### config.mk
export PLATFORM = sky130hd
export DESIGN_NAME = pcr_regs
export DESIGN_NICKNAME = d
export VERILOG_FILES = /design/src/include/pcr_pkg.sv /design/src/pcr_cfg_store.sv /design/src/pcr_regs.sv
export SDC_FILE = /design/constraint.sdc
export NUM_CORES = 1
export LEC_CHECK = 0
export BUFFER_PORTS_ARGS = -buffer_cell sky130_fd_sc_hd__buf_2
export CORE_MARGIN = 5
export CORE_UTILIZATION = 45
export CTS_CLUSTER_SIZE = 20
export DETAILED_ROUTE_END_ITERATION = 10
export GPL_ROUTABILITY_DRIVEN = 0
export PLACE_DENSITY = 0.69
export SETUP_SLACK_MARGIN = 0.05
export SLEW_MARGIN = 5
export SYNTH_ARGS = -nofsm -noshare
export SYNTH_HDL_FRONTEND = slang
export SYNTH_HIERARCHICAL = 1
export SYNTH_SLANG_ARGS = --single-unit
### constraint.sdc
create_clock -name sys_clk -period 3.5 [get_ports sys_clk]
set_clock_uncertainty 0.15 [all_clocks]
set_input_delay 0.175 -clock sys_clk [delete_from_list [all_inputs] [get_ports sys_clk]]
set_output_delay 0.175 -clock sys_clk [all_outputs]
set_load 0.01 [all_outputs]
### src/include/pcr_pkg.sv
/*
 * Constants of the converter configuration register bank: offsets,
 * field positions and built-in default values.
 * Assumes nothing beyond a SystemVerilog compiler.
 */
// ==========================================================================
// Package
// ==========================================================================
package pcr_pkg;

   // Widths of the register access port, setup store and straps, and the setpoint count
   localparam int ADDR_W = 8;
   localparam int DATA_W = 8;
   localparam int SETUP_AW = 5;
   localparam int SETUP_DEPTH = 21;
   localparam int STRAP_W = 5;
   localparam int NUM_SETPOINTS = 3;

   // Setup register offsets
   localparam logic [7:0] PROTECTION_CONFIG_1 = 8'h00;
   localparam logic [7:0] PROTECTION_CONFIG_2 = 8'h01;
   localparam logic [7:0] PROTECTION_CONFIG_3 = 8'h02;
   localparam logic [7:0] TRACKING_CONFIG = 8'h03;
   localparam logic [7:0] SWITCHING_PHASE_FREQ_CONFIG = 8'h04;
   localparam logic [7:0] TURN_ON_DELAY = 8'h05;
   localparam logic [7:0] TURN_OFF_DELAY = 8'h06;
   localparam logic [7:0] VOLTAGE_LOOP_CONFIG = 8'h07;
   localparam logic [7:0] CURRENT_LIMIT_SETPOINT = 8'h08;
   localparam logic [7:0] DUTY_CYCLE_LIMIT = 8'h09;
   localparam logic [7:0] PROTECTION_CONFIG_4 = 8'h0a;
   localparam logic [7:0] SETPOINT1_UPPER = 8'h0b;
   localparam logic [7:0] SETPOINT1_LOWER = 8'h0c;
   localparam logic [7:0] SETPOINT2_UPPER = 8'h0d;
   localparam logic [7:0] SETPOINT2_LOWER = 8'h0e;
   localparam logic [7:0] SETPOINT3_UPPER = 8'h0f;
   localparam logic [7:0] SETPOINT3_LOWER = 8'h10;
   localparam logic [7:0] LOOP_PROPORTIONAL_COEFF = 8'h11;
   localparam logic [7:0] LOOP_INTEGRAL_COEFF = 8'h12;
   localparam logic [7:0] LOOP_DERIVATIVE_COEFF = 8'h13;
   localparam logic [7:0] DERIVATIVE_ROLLOFF_COEFF = 8'h14;
   localparam logic [7:0] SETUP_LAST = 8'h14;

   // Status and monitoring offsets
   localparam logic [7:0] OUTPUT_ENABLE_STATE = 8'h15;
   localparam logic [7:0] CONVERTER_CONDITION = 8'h16;
   localparam logic [7:0] VOUT_MONITOR_HIGH = 8'h17;
   localparam logic [7:0] OUTPUT_CURRENT_MONITOR = 8'h18;
   localparam logic [7:0] TEMPERATURE_MONITOR = 8'h19;
   localparam logic [7:0] VOUT_MONITOR_LOW = 8'h27;

   // Field positions
   localparam int RUN_ENABLE_BIT = 0;
   localparam int RUN_ACTIVE_BIT = 1;
   localparam int COND_PG_BIT = 0;
   localparam int COND_FAULT_BIT = 1;
   localparam int COND_CORE_LSB = 2;
   localparam int CORE_STATUS_W = 6;

   // Built-in defaults
   localparam logic [7:0] DEFAULT_ZERO = 8'h00;
   localparam logic [7:0] DEFAULT_TURN_OFF_DELAY = 8'h0b;
   localparam logic [15:0] DEFAULT_SETPOINT = 16'h0000;

endpackage : pcr_pkg

### src/pcr_cfg_store.sv
/*
 * Volatile byte store for the setup registers, one flop word per entry,
 * each reset to its own built-in default; read data from a register.
 * Assumes the writer has already filtered illegal or locked writes.
 */
`timescale 1ns/1ps
`default_nettype none

module pcr_cfg_store #(
   parameter int DEPTH = 21,
   parameter int WIDTH = 8,
   parameter int AW = 5,
   parameter logic [DEPTH*WIDTH-1:0] RESET_IMAGE = '0
) (
   // Clock and reset
   input wire logic sys_clk,
   input wire logic srst,
   // Write port
   input wire logic wr_en,
   input wire logic [AW-1:0] wr_addr,
   input wire logic [WIDTH-1:0] wr_data,
   // Read port
   input wire logic [AW-1:0] rd_addr,
   output logic [WIDTH-1:0] rd_data_q,
   // Whole contents for the converter core
   output logic [DEPTH*WIDTH-1:0] image_q
);

   // ========================================================================
   // Storage
   // ========================================================================
   // Every entry returns to its default on reset
   for (genvar i = 0; i < DEPTH; i++) begin : g_entry
      always_ff @(posedge sys_clk) begin
         if (srst) begin
            image_q[i*WIDTH +: WIDTH] <= RESET_IMAGE[i*WIDTH +: WIDTH];
         end else if (wr_en && (wr_addr == AW'(i))) begin
            image_q[i*WIDTH +: WIDTH] <= wr_data;
         end
      end
   end

   // Registered read; out of range reads as zero
   always_ff @(posedge sys_clk) begin
      if (srst) begin
         rd_data_q <= '0;
      end else if (32'(rd_addr) < DEPTH) begin
         rd_data_q <= image_q[rd_addr*WIDTH +: WIDTH];
      end else begin
         rd_data_q <= '0;
      end
   end

endmodule : pcr_cfg_store

`default_nettype wire

### src/pcr_regs.sv
/*
 * Configuration, status and monitoring register bank of a point-of-load
 * converter control chip, with address straps, power-good mirror and the
 * shared fault line.
 * Assumes a link decoder on sys_clk that turns the single-wire bus into
 * byte read and write strobes, and a converter core on the same clock.
 */
// What this block does
// - Five address straps form the bus address; ground is 0, open is 1.
// - Power-good pin level is mirrored into a condition register bit.
// - Setup registers are volatile, loaded over the link by the manager.
// - Loss of input power restores every register to its default.
// - Loop, frequency and duty limit change only with output off.
// - Fault line is a shared pulled-up line any member can pull low.
// - Setpoints written high byte first; low byte write loads whole word.
`timescale 1ns/1ps
`default_nettype none

module pcr_regs #(
   parameter int NUM_SP = pcr_pkg::NUM_SETPOINTS
) (
   // Clock and reset
   input wire logic sys_clk,
   input wire logic srst,
   // Byte access from the link decoder
   input wire logic [pcr_pkg::ADDR_W-1:0] reg_addr,
   input wire logic reg_wr,
   input wire logic [pcr_pkg::DATA_W-1:0] reg_wdata,
   input wire logic reg_rd,
   output logic [pcr_pkg::DATA_W-1:0] reg_rdata_q,
   output logic reg_rvalid_q,
   // Address strap pins
   input wire logic [pcr_pkg::STRAP_W-1:0] address_strap_in,
   output logic [pcr_pkg::STRAP_W-1:0] bus_address_q,
   // Power-good pin, three signals
   input wire logic power_good_pin_in,
   output logic power_good_pin_out_q,
   output logic power_good_pin_oe_n_q,
   // Fault/status line, three signals
   input wire logic fault_line_in,
   output logic fault_line_out_q,
   output logic fault_line_oe_n_q,
   // Converter core
   input wire logic output_active,
   input wire logic power_not_good,
   input wire logic local_fault,
   input wire logic [pcr_pkg::CORE_STATUS_W-1:0] core_status,
   input wire logic [15:0] vout_mon,
   input wire logic [7:0] iout_mon,
   input wire logic [7:0] temp_mon,
   output logic [pcr_pkg::SETUP_DEPTH*8-1:0] setup_image_q,
   output logic [NUM_SP*16-1:0] setpoint_q,
   output logic run_enable_q,
   output logic group_fault_q
);

   // ========================================================================
   // Pin synchronisers
   // ========================================================================
   logic [pcr_pkg::STRAP_W-1:0] strap_s1_q;
   logic [pcr_pkg::STRAP_W-1:0] strap_s2_q;
   logic pg_s1_q;
   logic pg_s2_q;
   logic fault_s1_q;
   logic fault_s2_q;

   // Two flops on every pin before any logic
   always_ff @(posedge sys_clk) begin
      strap_s1_q <= address_strap_in;
      strap_s2_q <= strap_s1_q;
      pg_s1_q <= power_good_pin_in;
      pg_s2_q <= pg_s1_q;
      fault_s1_q <= fault_line_in;
      fault_s2_q <= fault_s1_q;
   end

   // Strap levels taken as the bus address, tracked on every edge outside reset
   always_ff @(posedge sys_clk) begin
      if (srst) begin
         bus_address_q <= '1;
      end else begin
         bus_address_q <= strap_s2_q;
      end
   end

   // ========================================================================
   // Open-drain pins
   // ========================================================================
   // Both pins only ever pull low; the pull-up makes the high level
   always_ff @(posedge sys_clk) begin
      if (srst) begin
         power_good_pin_out_q <= 1'b0;
         power_good_pin_oe_n_q <= 1'b1;
         fault_line_out_q <= 1'b0;
         fault_line_oe_n_q <= 1'b1;
         group_fault_q <= 1'b0;
      end else begin
         power_good_pin_out_q <= 1'b0;
         power_good_pin_oe_n_q <= ~power_not_good;
         fault_line_out_q <= 1'b0;
         fault_line_oe_n_q <= ~local_fault;
         group_fault_q <= ~fault_s2_q;
      end
   end

   // ========================================================================
   // Write decode
   // ========================================================================
   wire in_setup = (reg_addr <= pcr_pkg::SETUP_LAST);
   wire restricted = (reg_addr == pcr_pkg::SWITCHING_PHASE_FREQ_CONFIG) ||
                     (reg_addr == pcr_pkg::DUTY_CYCLE_LIMIT) ||
                     ((reg_addr >= pcr_pkg::LOOP_PROPORTIONAL_COEFF) &&
                      (reg_addr <= pcr_pkg::DERIVATIVE_ROLLOFF_COEFF));
   // Output counts as on from the enable write until the core reports off
   wire output_on = run_enable_q | output_active;
   wire locked = restricted & output_on;
   wire store_wr = reg_wr & in_setup & ~locked;
   wire run_wr = reg_wr & (reg_addr == pcr_pkg::OUTPUT_ENABLE_STATE);

   // Default image of the setup registers
   localparam logic [pcr_pkg::SETUP_DEPTH*8-1:0] SETUP_DEFAULTS =
      {{(pcr_pkg::SETUP_DEPTH - 7){pcr_pkg::DEFAULT_ZERO}},
       pcr_pkg::DEFAULT_TURN_OFF_DELAY,
       {6{pcr_pkg::DEFAULT_ZERO}}};

   logic [7:0] store_rdata_q;

   // Volatile setup store, restored to defaults by reset
   pcr_cfg_store #(
      .DEPTH(pcr_pkg::SETUP_DEPTH),
      .WIDTH(8),
      .AW(pcr_pkg::SETUP_AW),
      .RESET_IMAGE(SETUP_DEFAULTS)
   ) u_store (
      .sys_clk(sys_clk),
      .srst(srst),
      .wr_en(store_wr),
      .wr_addr(reg_addr[pcr_pkg::SETUP_AW-1:0]),
      .wr_data(reg_wdata),
      .rd_addr(reg_addr[pcr_pkg::SETUP_AW-1:0]),
      .rd_data_q(store_rdata_q),
      .image_q(setup_image_q)
   );

   // ========================================================================
   // Run register
   // ========================================================================
   // Software-written enable that steers the core
   always_ff @(posedge sys_clk) begin
      if (srst) begin
         run_enable_q <= 1'b0;
      end else if (run_wr) begin
         run_enable_q <= reg_wdata[pcr_pkg::RUN_ENABLE_BIT];
      end
   end

   // ========================================================================
   // Setpoint words
   // ========================================================================
   // High byte already sits in the store as shadow; low byte loads all 16
   for (genvar i = 0; i < NUM_SP; i++) begin : g_sp
      localparam logic [7:0] UP_ADDR = 8'(pcr_pkg::SETPOINT1_UPPER + 2 * i);
      localparam logic [7:0] LO_ADDR = 8'(pcr_pkg::SETPOINT1_LOWER + 2 * i);
      wire lo_wr = reg_wr & (reg_addr == LO_ADDR);
      wire [7:0] shadow_hi = setup_image_q[UP_ADDR*8 +: 8];
      always_ff @(posedge sys_clk) begin
         if (srst) begin
            setpoint_q[i*16 +: 16] <= pcr_pkg::DEFAULT_SETPOINT;
         end else if (lo_wr) begin
            setpoint_q[i*16 +: 16] <= {shadow_hi, reg_wdata};
         end
      end
   end

   // ========================================================================
   // Status and read path
   // ========================================================================
   logic [7:0] cond_q;
   logic [7:0] vout_lo_snap_q;
   logic [7:0] rd_addr_q;
   logic rd_pend_q;

   // Condition register follows the synchronised pin levels
   always_ff @(posedge sys_clk) begin
      if (srst) begin
         cond_q <= 8'h00;
      end else begin
         cond_q[pcr_pkg::COND_PG_BIT] <= pg_s2_q;
         cond_q[pcr_pkg::COND_FAULT_BIT] <= fault_s2_q;
         cond_q[7:pcr_pkg::COND_CORE_LSB] <= core_status;
      end
   end

   // First read stage: store lookup and address capture
   always_ff @(posedge sys_clk) begin
      if (srst) begin
         rd_addr_q <= 8'h00;
         rd_pend_q <= 1'b0;
      end else begin
         rd_addr_q <= reg_addr;
         rd_pend_q <= reg_rd;
      end
   end

   // Read mux; unmapped offsets read as zero
   wire [7:0] run_view = {6'h00, output_active, run_enable_q};
   logic [7:0] rd_mux;
   always_comb begin
      rd_mux = 8'h00;
      if (rd_addr_q <= pcr_pkg::SETUP_LAST) begin
         rd_mux = store_rdata_q;
      end else begin
         unique case (rd_addr_q)
            pcr_pkg::OUTPUT_ENABLE_STATE: rd_mux = run_view;
            pcr_pkg::CONVERTER_CONDITION: rd_mux = cond_q;
            pcr_pkg::VOUT_MONITOR_HIGH: rd_mux = vout_mon[15:8];
            pcr_pkg::OUTPUT_CURRENT_MONITOR: rd_mux = iout_mon;
            pcr_pkg::TEMPERATURE_MONITOR: rd_mux = temp_mon;
            pcr_pkg::VOUT_MONITOR_LOW: rd_mux = vout_lo_snap_q;
            default: rd_mux = 8'h00;
         endcase
      end
   end

   // Reading the high monitor byte freezes its low byte for the next read
   wire snap_vout = rd_pend_q & (rd_addr_q == pcr_pkg::VOUT_MONITOR_HIGH);
   always_ff @(posedge sys_clk) begin
      if (srst) begin
         vout_lo_snap_q <= 8'h00;
      end else if (snap_vout) begin
         vout_lo_snap_q <= vout_mon[7:0];
      end
   end

   // Second read stage: answer to the link decoder
   always_ff @(posedge sys_clk) begin
      if (srst) begin
         reg_rdata_q <= 8'h00;
         reg_rvalid_q <= 1'b0;
      end else begin
         reg_rdata_q <= rd_pend_q ? rd_mux : reg_rdata_q;
         reg_rvalid_q <= rd_pend_q;
      end
   end

   // ========================================================================
   // Assertions
   // ========================================================================
   localparam int CP_LSB = 8 * 17;
   localparam int DOF_LSB = 8 * 6;
   localparam int UP1_LSB = 8 * 11;

   // Locked coefficient keeps its value while output is on
   a_lock_holds: assert property (
      @(posedge sys_clk) disable iff (srst)
      (reg_wr && reg_addr == pcr_pkg::LOOP_PROPORTIONAL_COEFF && output_on)
      |=> $stable(setup_image_q[CP_LSB +: 8]))
      else $error("locked coefficient changed while output on");

   // Same write lands when output is off
   a_unlock_writes: assert property (
      @(posedge sys_clk) disable iff (srst)
      (reg_wr && reg_addr == pcr_pkg::LOOP_PROPORTIONAL_COEFF && !output_on)
      |=> setup_image_q[CP_LSB +: 8] == $past(reg_wdata))
      else $error("coefficient write lost with output off");

   // Low byte write loads shadow high byte and new low byte together
   a_sp_load: assert property (
      @(posedge sys_clk) disable iff (srst)
      (reg_wr && reg_addr == pcr_pkg::SETPOINT1_LOWER)
      |=> setpoint_q[15:0] ==
          {$past(setup_image_q[UP1_LSB +: 8]), $past(reg_wdata)})
      else $error("setpoint not loaded on low byte write");

   // High byte write alone leaves the active setpoint untouched
   a_sp_shadow: assert property (
      @(posedge sys_clk) disable iff (srst)
      (reg_wr && reg_addr == pcr_pkg::SETPOINT1_UPPER)
      |=> $stable(setpoint_q[15:0]))
      else $error("setpoint changed on high byte write");

   // Reset brings back the defaults
   a_reset_dflt: assert property (
      @(posedge sys_clk)
      $past(srst) |-> (setup_image_q[DOF_LSB +: 8] ==
                       pcr_pkg::DEFAULT_TURN_OFF_DELAY) &&
                      (setpoint_q == '0) && !run_enable_q)
      else $error("register not at default after reset");

   // Strap level reaches the address three edges later
   a_strap_addr: assert property (
      @(posedge sys_clk) disable iff (srst)
      !$past(srst) && !$past(srst, 2) && !$past(srst, 3)
      |-> bus_address_q == $past(address_strap_in, 3))
      else $error("bus address does not follow straps");

   // Power-good pin level appears in the condition register
   a_pg_mirror: assert property (
      @(posedge sys_clk) disable iff (srst)
      !$past(srst) && !$past(srst, 2) && !$past(srst, 3)
      |-> cond_q[pcr_pkg::COND_PG_BIT] == $past(power_good_pin_in, 3))
      else $error("power good bit does not mirror pin");

   // Local fault pulls the shared line low next edge
   a_fault_pull: assert property (
      @(posedge sys_clk) disable iff (srst)
      local_fault |=> !fault_line_oe_n_q && !fault_line_out_q)
      else $error("fault line not pulled low");

   // Every read answers two edges later
   a_read_lat: assert property (
      @(posedge sys_clk) disable iff (srst)
      reg_rd |-> ##2 reg_rvalid_q)
      else $error("read answer missing");

   // Scenarios worth seeing
   c_sp_load: cover property (
      @(posedge sys_clk) disable iff (srst)
      reg_wr && reg_addr == pcr_pkg::SETPOINT1_UPPER
      ##[1:20] reg_wr && reg_addr == pcr_pkg::SETPOINT1_LOWER);
   c_locked_try: cover property (
      @(posedge sys_clk) disable iff (srst)
      reg_wr && locked);
   c_cond_read: cover property (
      @(posedge sys_clk) disable iff (srst)
      reg_rd && reg_addr == pcr_pkg::CONVERTER_CONDITION ##2 reg_rvalid_q);

endmodule : pcr_regs

`default_nettype wire

# ---- Word level (Yosys, flattened, before mapping)
# Cells that the tools add are included.
dict set report word_totals {
  ff_bits 281
  in_bits 68
  output_inout_bits 236
  wordCells 121
}
dict set report op_classes {
  magnitude_cmp 4
  eq_ne 32
  n_shift 1
  mux 2
  bitwise_logic 14
  reduce_logical 26
}
# op count
set ops {}
lappend ops {{variable part select 168 x 9 -> 8 bit} 1}
lappend ops {{== test 8 x 5 -> 1 bit, second input constant} 7}
lappend ops {{one-hot mux 8 bit (6 select lines)} 1}
lappend ops {{== test 5 x 4 -> 1 bit, second input constant} 8}
lappend ops {{== test 5 bit, second input constant} 5}
lappend ops {{== test 8 x 4 -> 1 bit, second input constant} 3}
lappend ops {{logical AND 1 bit} 22}
lappend ops {{== test 5 x 3 -> 1 bit, second input constant} 4}
lappend ops {{less-or-equal comparator 8 x 5 -> 1 bit, second input constant} 2}
lappend ops {{== test 5 x 2 -> 1 bit, second input constant} 2}
lappend ops {{bitwise AND 1 bit} 8}
lappend ops {{== test 8 x 3 -> 1 bit, second input constant} 1}
lappend ops {{== test 8 x 6 -> 1 bit, second input constant} 1}
lappend ops {{>= comparator 8 x 5 -> 1 bit, second input constant} 1}
lappend ops {{two-way mux 8 bit} 1}
lappend ops {{== test 5 x 1 -> 1 bit, second input constant} 1}
lappend ops {{zero test 5 bit} 1}
lappend ops {{< comparator 5 bit, second input constant} 1}
lappend ops {{inverter 1 bit} 5}
lappend ops {{logical OR 1 bit} 2}
lappend ops {{OR reduction 2 bit} 1}
lappend ops {{OR 1 bit} 1}

# ---- Longest topological paths before layout
dict set report depth {
  ltp_word 7
  ltp_mapped 11
}

# ---- Hierarchy
# Netlist, hierarchy kept.
# mod instances cells_each area_each_um2 seq_area_each_um2
set by_module_without_submodules {}
lappend by_module_without_submodules {pcr_cfg_store 1 804 7850.0 3523.4}
lappend by_module_without_submodules {pcr_regs 1 376 3953.8 2102.0}

# ---- Least setup slack after synthesis
# No wires, ideal clock.
dict set report synth_path {
  path_type {input port to flip-flop}
  start {input reg_addr[7] in the netlist's numbering}
  end {register u_store.image_q[112]}
  setup_ns 0.128
  t_arrival_ns 2.434
  required_time_ns 3.222
  slack_ns 0.789
  stages 10
  path_buffers 3
  path_cell_list {or4b_4 -> buf_6 -> a221o_1 -> a21oi_1 -> nor4bb_1 -> buf_2 -> and3_1 -> buf_4 -> mux2i_1 -> nor2_1}
}
dict set report synth_via {
  elab_chain_cells 7
  elab_cells_between_ends 12
  classes_between {order compare: 2; eq/ne: 2; bitwise: 4; reduce/logical: 4}
}
# item line_no
set synth_rtl {}
lappend synth_rtl {{from (decl)} pcr_regs.sv:26} ;# input wire logic [pcr_pkg::ADDR_W-1:0] reg_addr,
lappend synth_rtl {{>= comparator 8 x 5 -> 1 bit (tied with other cells)} pcr_regs.sv:112} ;# ((reg_addr >= pcr_pkg::LOOP_PROPORTIONAL_COEFF) &&
lappend synth_rtl {{logical AND 1 bit or logical OR 1 bit (tied branches)} {pcr_regs.sv:112, pcr_regs.sv:110}}
lappend synth_rtl {{logical OR 1 bit} pcr_regs.sv:111} ;# (reg_addr == pcr_pkg::DUTY_CYCLE_LIMIT) ||
lappend synth_rtl {{bitwise AND 1 bit} pcr_regs.sv:116} ;# wire locked = restricted & output_on;
lappend synth_rtl {{inverter 1 bit} pcr_regs.sv:117} ;# wire store_wr = reg_wr & in_setup & ~locked;
lappend synth_rtl {{bitwise AND 1 bit *} pcr_regs.sv:117}
lappend synth_rtl {{via store_wr} pcr_regs.sv:117}
lappend synth_rtl {{logical AND 1 bit *} pcr_cfg_store.sv:37} ;# end else if (wr_en && (wr_addr == AW'(i))) begin
lappend synth_rtl {{to (signal, indexed assignment)} pcr_cfg_store.sv:36} ;# image_q[i*WIDTH +: WIDTH] <= RESET_IMAGE[i*WIDTH +: WIDTH];
lappend synth_rtl {{to (signal, indexed assignment)} pcr_cfg_store.sv:38} ;# image_q[i*WIDTH +: WIDTH] <= wr_data;
lappend synth_rtl {{to (decl)} pcr_cfg_store.sv:26} ;# output logic [DEPTH*WIDTH-1:0] image_q
# Mark *: on every way through the listed nets, which the timed path passes. The rest lies on a longest branch.
# A chain may end at the register's enable or synchronous reset.

# ---- Worst setup path after layout
dict set report layout_path {
  start {input reg_addr[7] in the netlist's numbering}
  end {register u_store.image_q[149]}
}
# Same word-level chain as after synthesis.

==> metrics <==
minimum clock period=around 3 ns; post-synth top area cell=dfxtp_1; CP required=roughly 3.8 ns; CP Launch Type=input port; Peak VDD IR=0.463 mV; critical path fanouts, max=8; CTS Buf Count=31; DRC errors left=0; antenna violations before repair=0; unique cell type count in the Yosys netlist=70; Syn. warnings=6; fin worst setup slack=0.538 ns; pre-CTS WS=between 0.5 and 0.6 ns; endpoint class of the critical path=register; Setup TNS=0 ns; Leak=6.46 nW; Netlist Area Pre-Place=0.0118 mm2; Placed Area=about 0.013 mm2; ys async rst share=0%; CTS max path bufs=3; diodes inserted=0; cells on worst reg2reg path=5; ranking of synthesized cells by area=dfxtp_1 (48%), mux2i_1 (15%), mux4_2 (6.1%); H-tree levels=1; DIE AREA=0.0296 mm2; max frequency=between 300 and 400 MHz; Synth top area share=between 40% and 50%; CP arrival=about 3.2 ns; Tcrit/Tclk final=between 80% and 90%; pin count of the biggest net entering global routing=~140; first-pass GRT wire length=about 57 mm; DR pass1 iterations=5; fin area=about 0.015 mm2; prevailing post-synth register cell=dfxtp_1; Layout Area Growth over Synthesis=25.6%; CTS tree=yes; PD cells=approximately 470 mW/mm2; Worst Setup Path Type=in2reg; Initial Utilization=~46%; Hold/Removal Path Class=in2reg; Core ar.=between 0.02 and 0.03 mm2; RSZ-0062 raised after global routing=false; CTS sink count=281; Slew HR=approximately a quarter; GR Overflow Total=0; vias in the first global route=9,840; Fin. Hold Viols=0; Die X-Extent=approximately 170 um; register area share after synthesis=a little under half; Final setup viols=0; status=finished, final reports clean; Routed WL per cell=approximately 21 um; worst skew pair latency=0.56 ns; row count=approximately 60; Tightest Pin Transition=around 1.1 ns; root buf cell=clkbuf_16; FF+latch count, synth=between 200 and 300; DP HPWL=between 20 and 30 mm; share of cells above drive strength 1=between 20% and 30%; Nets=1,537; Ports=around 300; Layout Cells excl Fill=1,826; Syn Inst Count=~1,200; DRT iter0 DRCs=slightly below 800; GRT Util Overall=between 20% and 30%; Max Slew Vio Count=0; maxcap violations=0; Placed Cells=1,736; Vias/cell=around 5.5; Post-DRT Antenna Nets=0; Post-synth EDFFs=0; die height=approximately 170 um; vias=about 10,000; hold depth=3; fillers=2,242; Routed WL=38.3 mm; Mean Syn Cell Area=approximately 10 um2; Port-buffer cells=301; CTS clk-pin slew, worst paths=approximately 0.060 ns
==> power by group <==
part           internal (W)  switching (W)
clock               0.00198        0.00129
combinational      0.000149       0.000266
sequential          0.00323      0.0000159
==> placed cells by master, fill, tap and decap left out, types with 7 or more instances in the layout <==
cell type        n
mux2_2          13
inv_1            8
buf_2          299
mux2i_1        171
nor2b_1         22
nor2_1         186
nand2b_1         7
nor3_1           7
a21oi_1         64
mux4_2          32
nand3b_1         9
nand2_1         87
dlygate4sd3_1   35
a22oi_1         10
clkbuf_16       31
clkbuf_8         8
a311oi_1         8
buf_4           23
nand3_1         66
a221oi_1        12
dfxtp_1        281
==> repair_timing <==
item	in CTS	in global routing
resized for setup	0	0
hold buffers	35	0
endpoints found under the hold margin	41	0
buffers inserted	0	0
==> sequential cells by signal, indices dropped and copies added (netlist names), 5 cells and up <==
name	count
rd_addr_q	8
cond_q	8
vout_lo_snap_q	8
bus_address_q	5
u_store/rd_data_q	8
u_store/image_q	168
strap_s2_q	5
reg_rdata_q	8
strap_s1_q	5
setpoint_q	48
==> path summary, 6_finish.rpt <==
| kind | start | end | slack (ns) |
|---|---|---|---|
| setup / recovery | reg_addr[7] | u_store/image_q[149]$_SDFFE_PP0P_ | 0.54 |
| hold / removal | reg_wdata[6] | u_store/image_q[22]$_SDFFE_PP0P_ | 0.04 |
| setup reg to reg | rd_addr_q[2]$_SDFF_PP0_ | reg_rdata_q[0]$_SDFFE_PP0P_ | 0.75 |
| hold reg to reg | strap_s1_q[2]$_DFF_P_ | strap_s2_q[2]$_DFF_P_ | 0.18 |
==> per-layer routing <==
| metal | global-route usage, % | vias to the layer above | routed length (um) |
|---|---|---|---|
| li1 | - | 4727 | - |
| met1 | 32.9 | 4804 | 15900 |
| met3 | 7.34 | 76 | 4040 |
| met5 | 0 | - | 0 |
| met2 | 37.9 | 468 | 17000 |
| met4 | 8.51 | 0 | 1310 |
==> cell families after synthesis <==
family / share of synthesized area [%]
AO/OA/AOI/OAI: 7.42
AND/OR/NAND/NOR: 18.2
flip-flops: 47.7
multiplexers: 21.9
buffers and inverters: 4.78
other: 0.0318
==> critical path: stages <==
cell and delay [ns]:
dlygate4sd3_1 0.53, buf_2 0.12, or4b_4 0.60, a221o_1 0.29, a21oi_1 0.12, buf_4 0.18
nor2b_1 0.28, and4_1 0.59, mux2i_1 0.27, nor2_1 0.06
==> layout make-up <==
class | count | area [um2] | area share [%]
flip-flops and latches | 281 | 5630 | 38.0
clock inverters | 11 | 136 | 0.920
well taps | 335 | 419 | 2.83
clock buffers | 44 | 895 | 6.04
repair buffers | 360 | 2070 | 14.0
multi-input cells | 786 | 5640 | 38.0
inverters | 9 | 33.8 | 0.228
==> metrics by stage <==
step,util [%],hold slack (ns),power [W]
4_1_cts,57.2,0.0103,0.00700
6_report,57.2,0.0388,0.00694
3_5_place_dp,51.9,0.129,0.00370
2_1_floorplan,-,0.0527,0.00356
5_1_grt,57.2,0.0342,0.00717
3_3_place_gp,51.9,0.128,0.00369
==> cell usage after synthesis (3+ instances only) <==
cell and instances:
a211oi_1 5, a21oi_1 64, a221oi_1 12, a22oi_1 10, a311oi_1 8, a31oi_1 3
and2_0 3, and3_1 4, buf_1 6, buf_2 28, buf_4 7, buf_6 10
clkbuf_1 54, dfxtp_1 281, inv_1 8, mux2_2 13, mux2i_1 171, mux4_2 32
nand2_1 87, nand2b_1 7, nand3_1 66, nand3b_1 9, nand4_1 5, nand4b_1 3
nor2_1 186, nor2b_1 22, nor3_1 7, nor3_4 3, nor4_4 4, o211a_1 4
o211ai_1 3, o2bb2ai_1 3, o32ai_1 5, or2_2 6, or3_1 3
No activity file was read; power rests on OpenSTA's default activity.
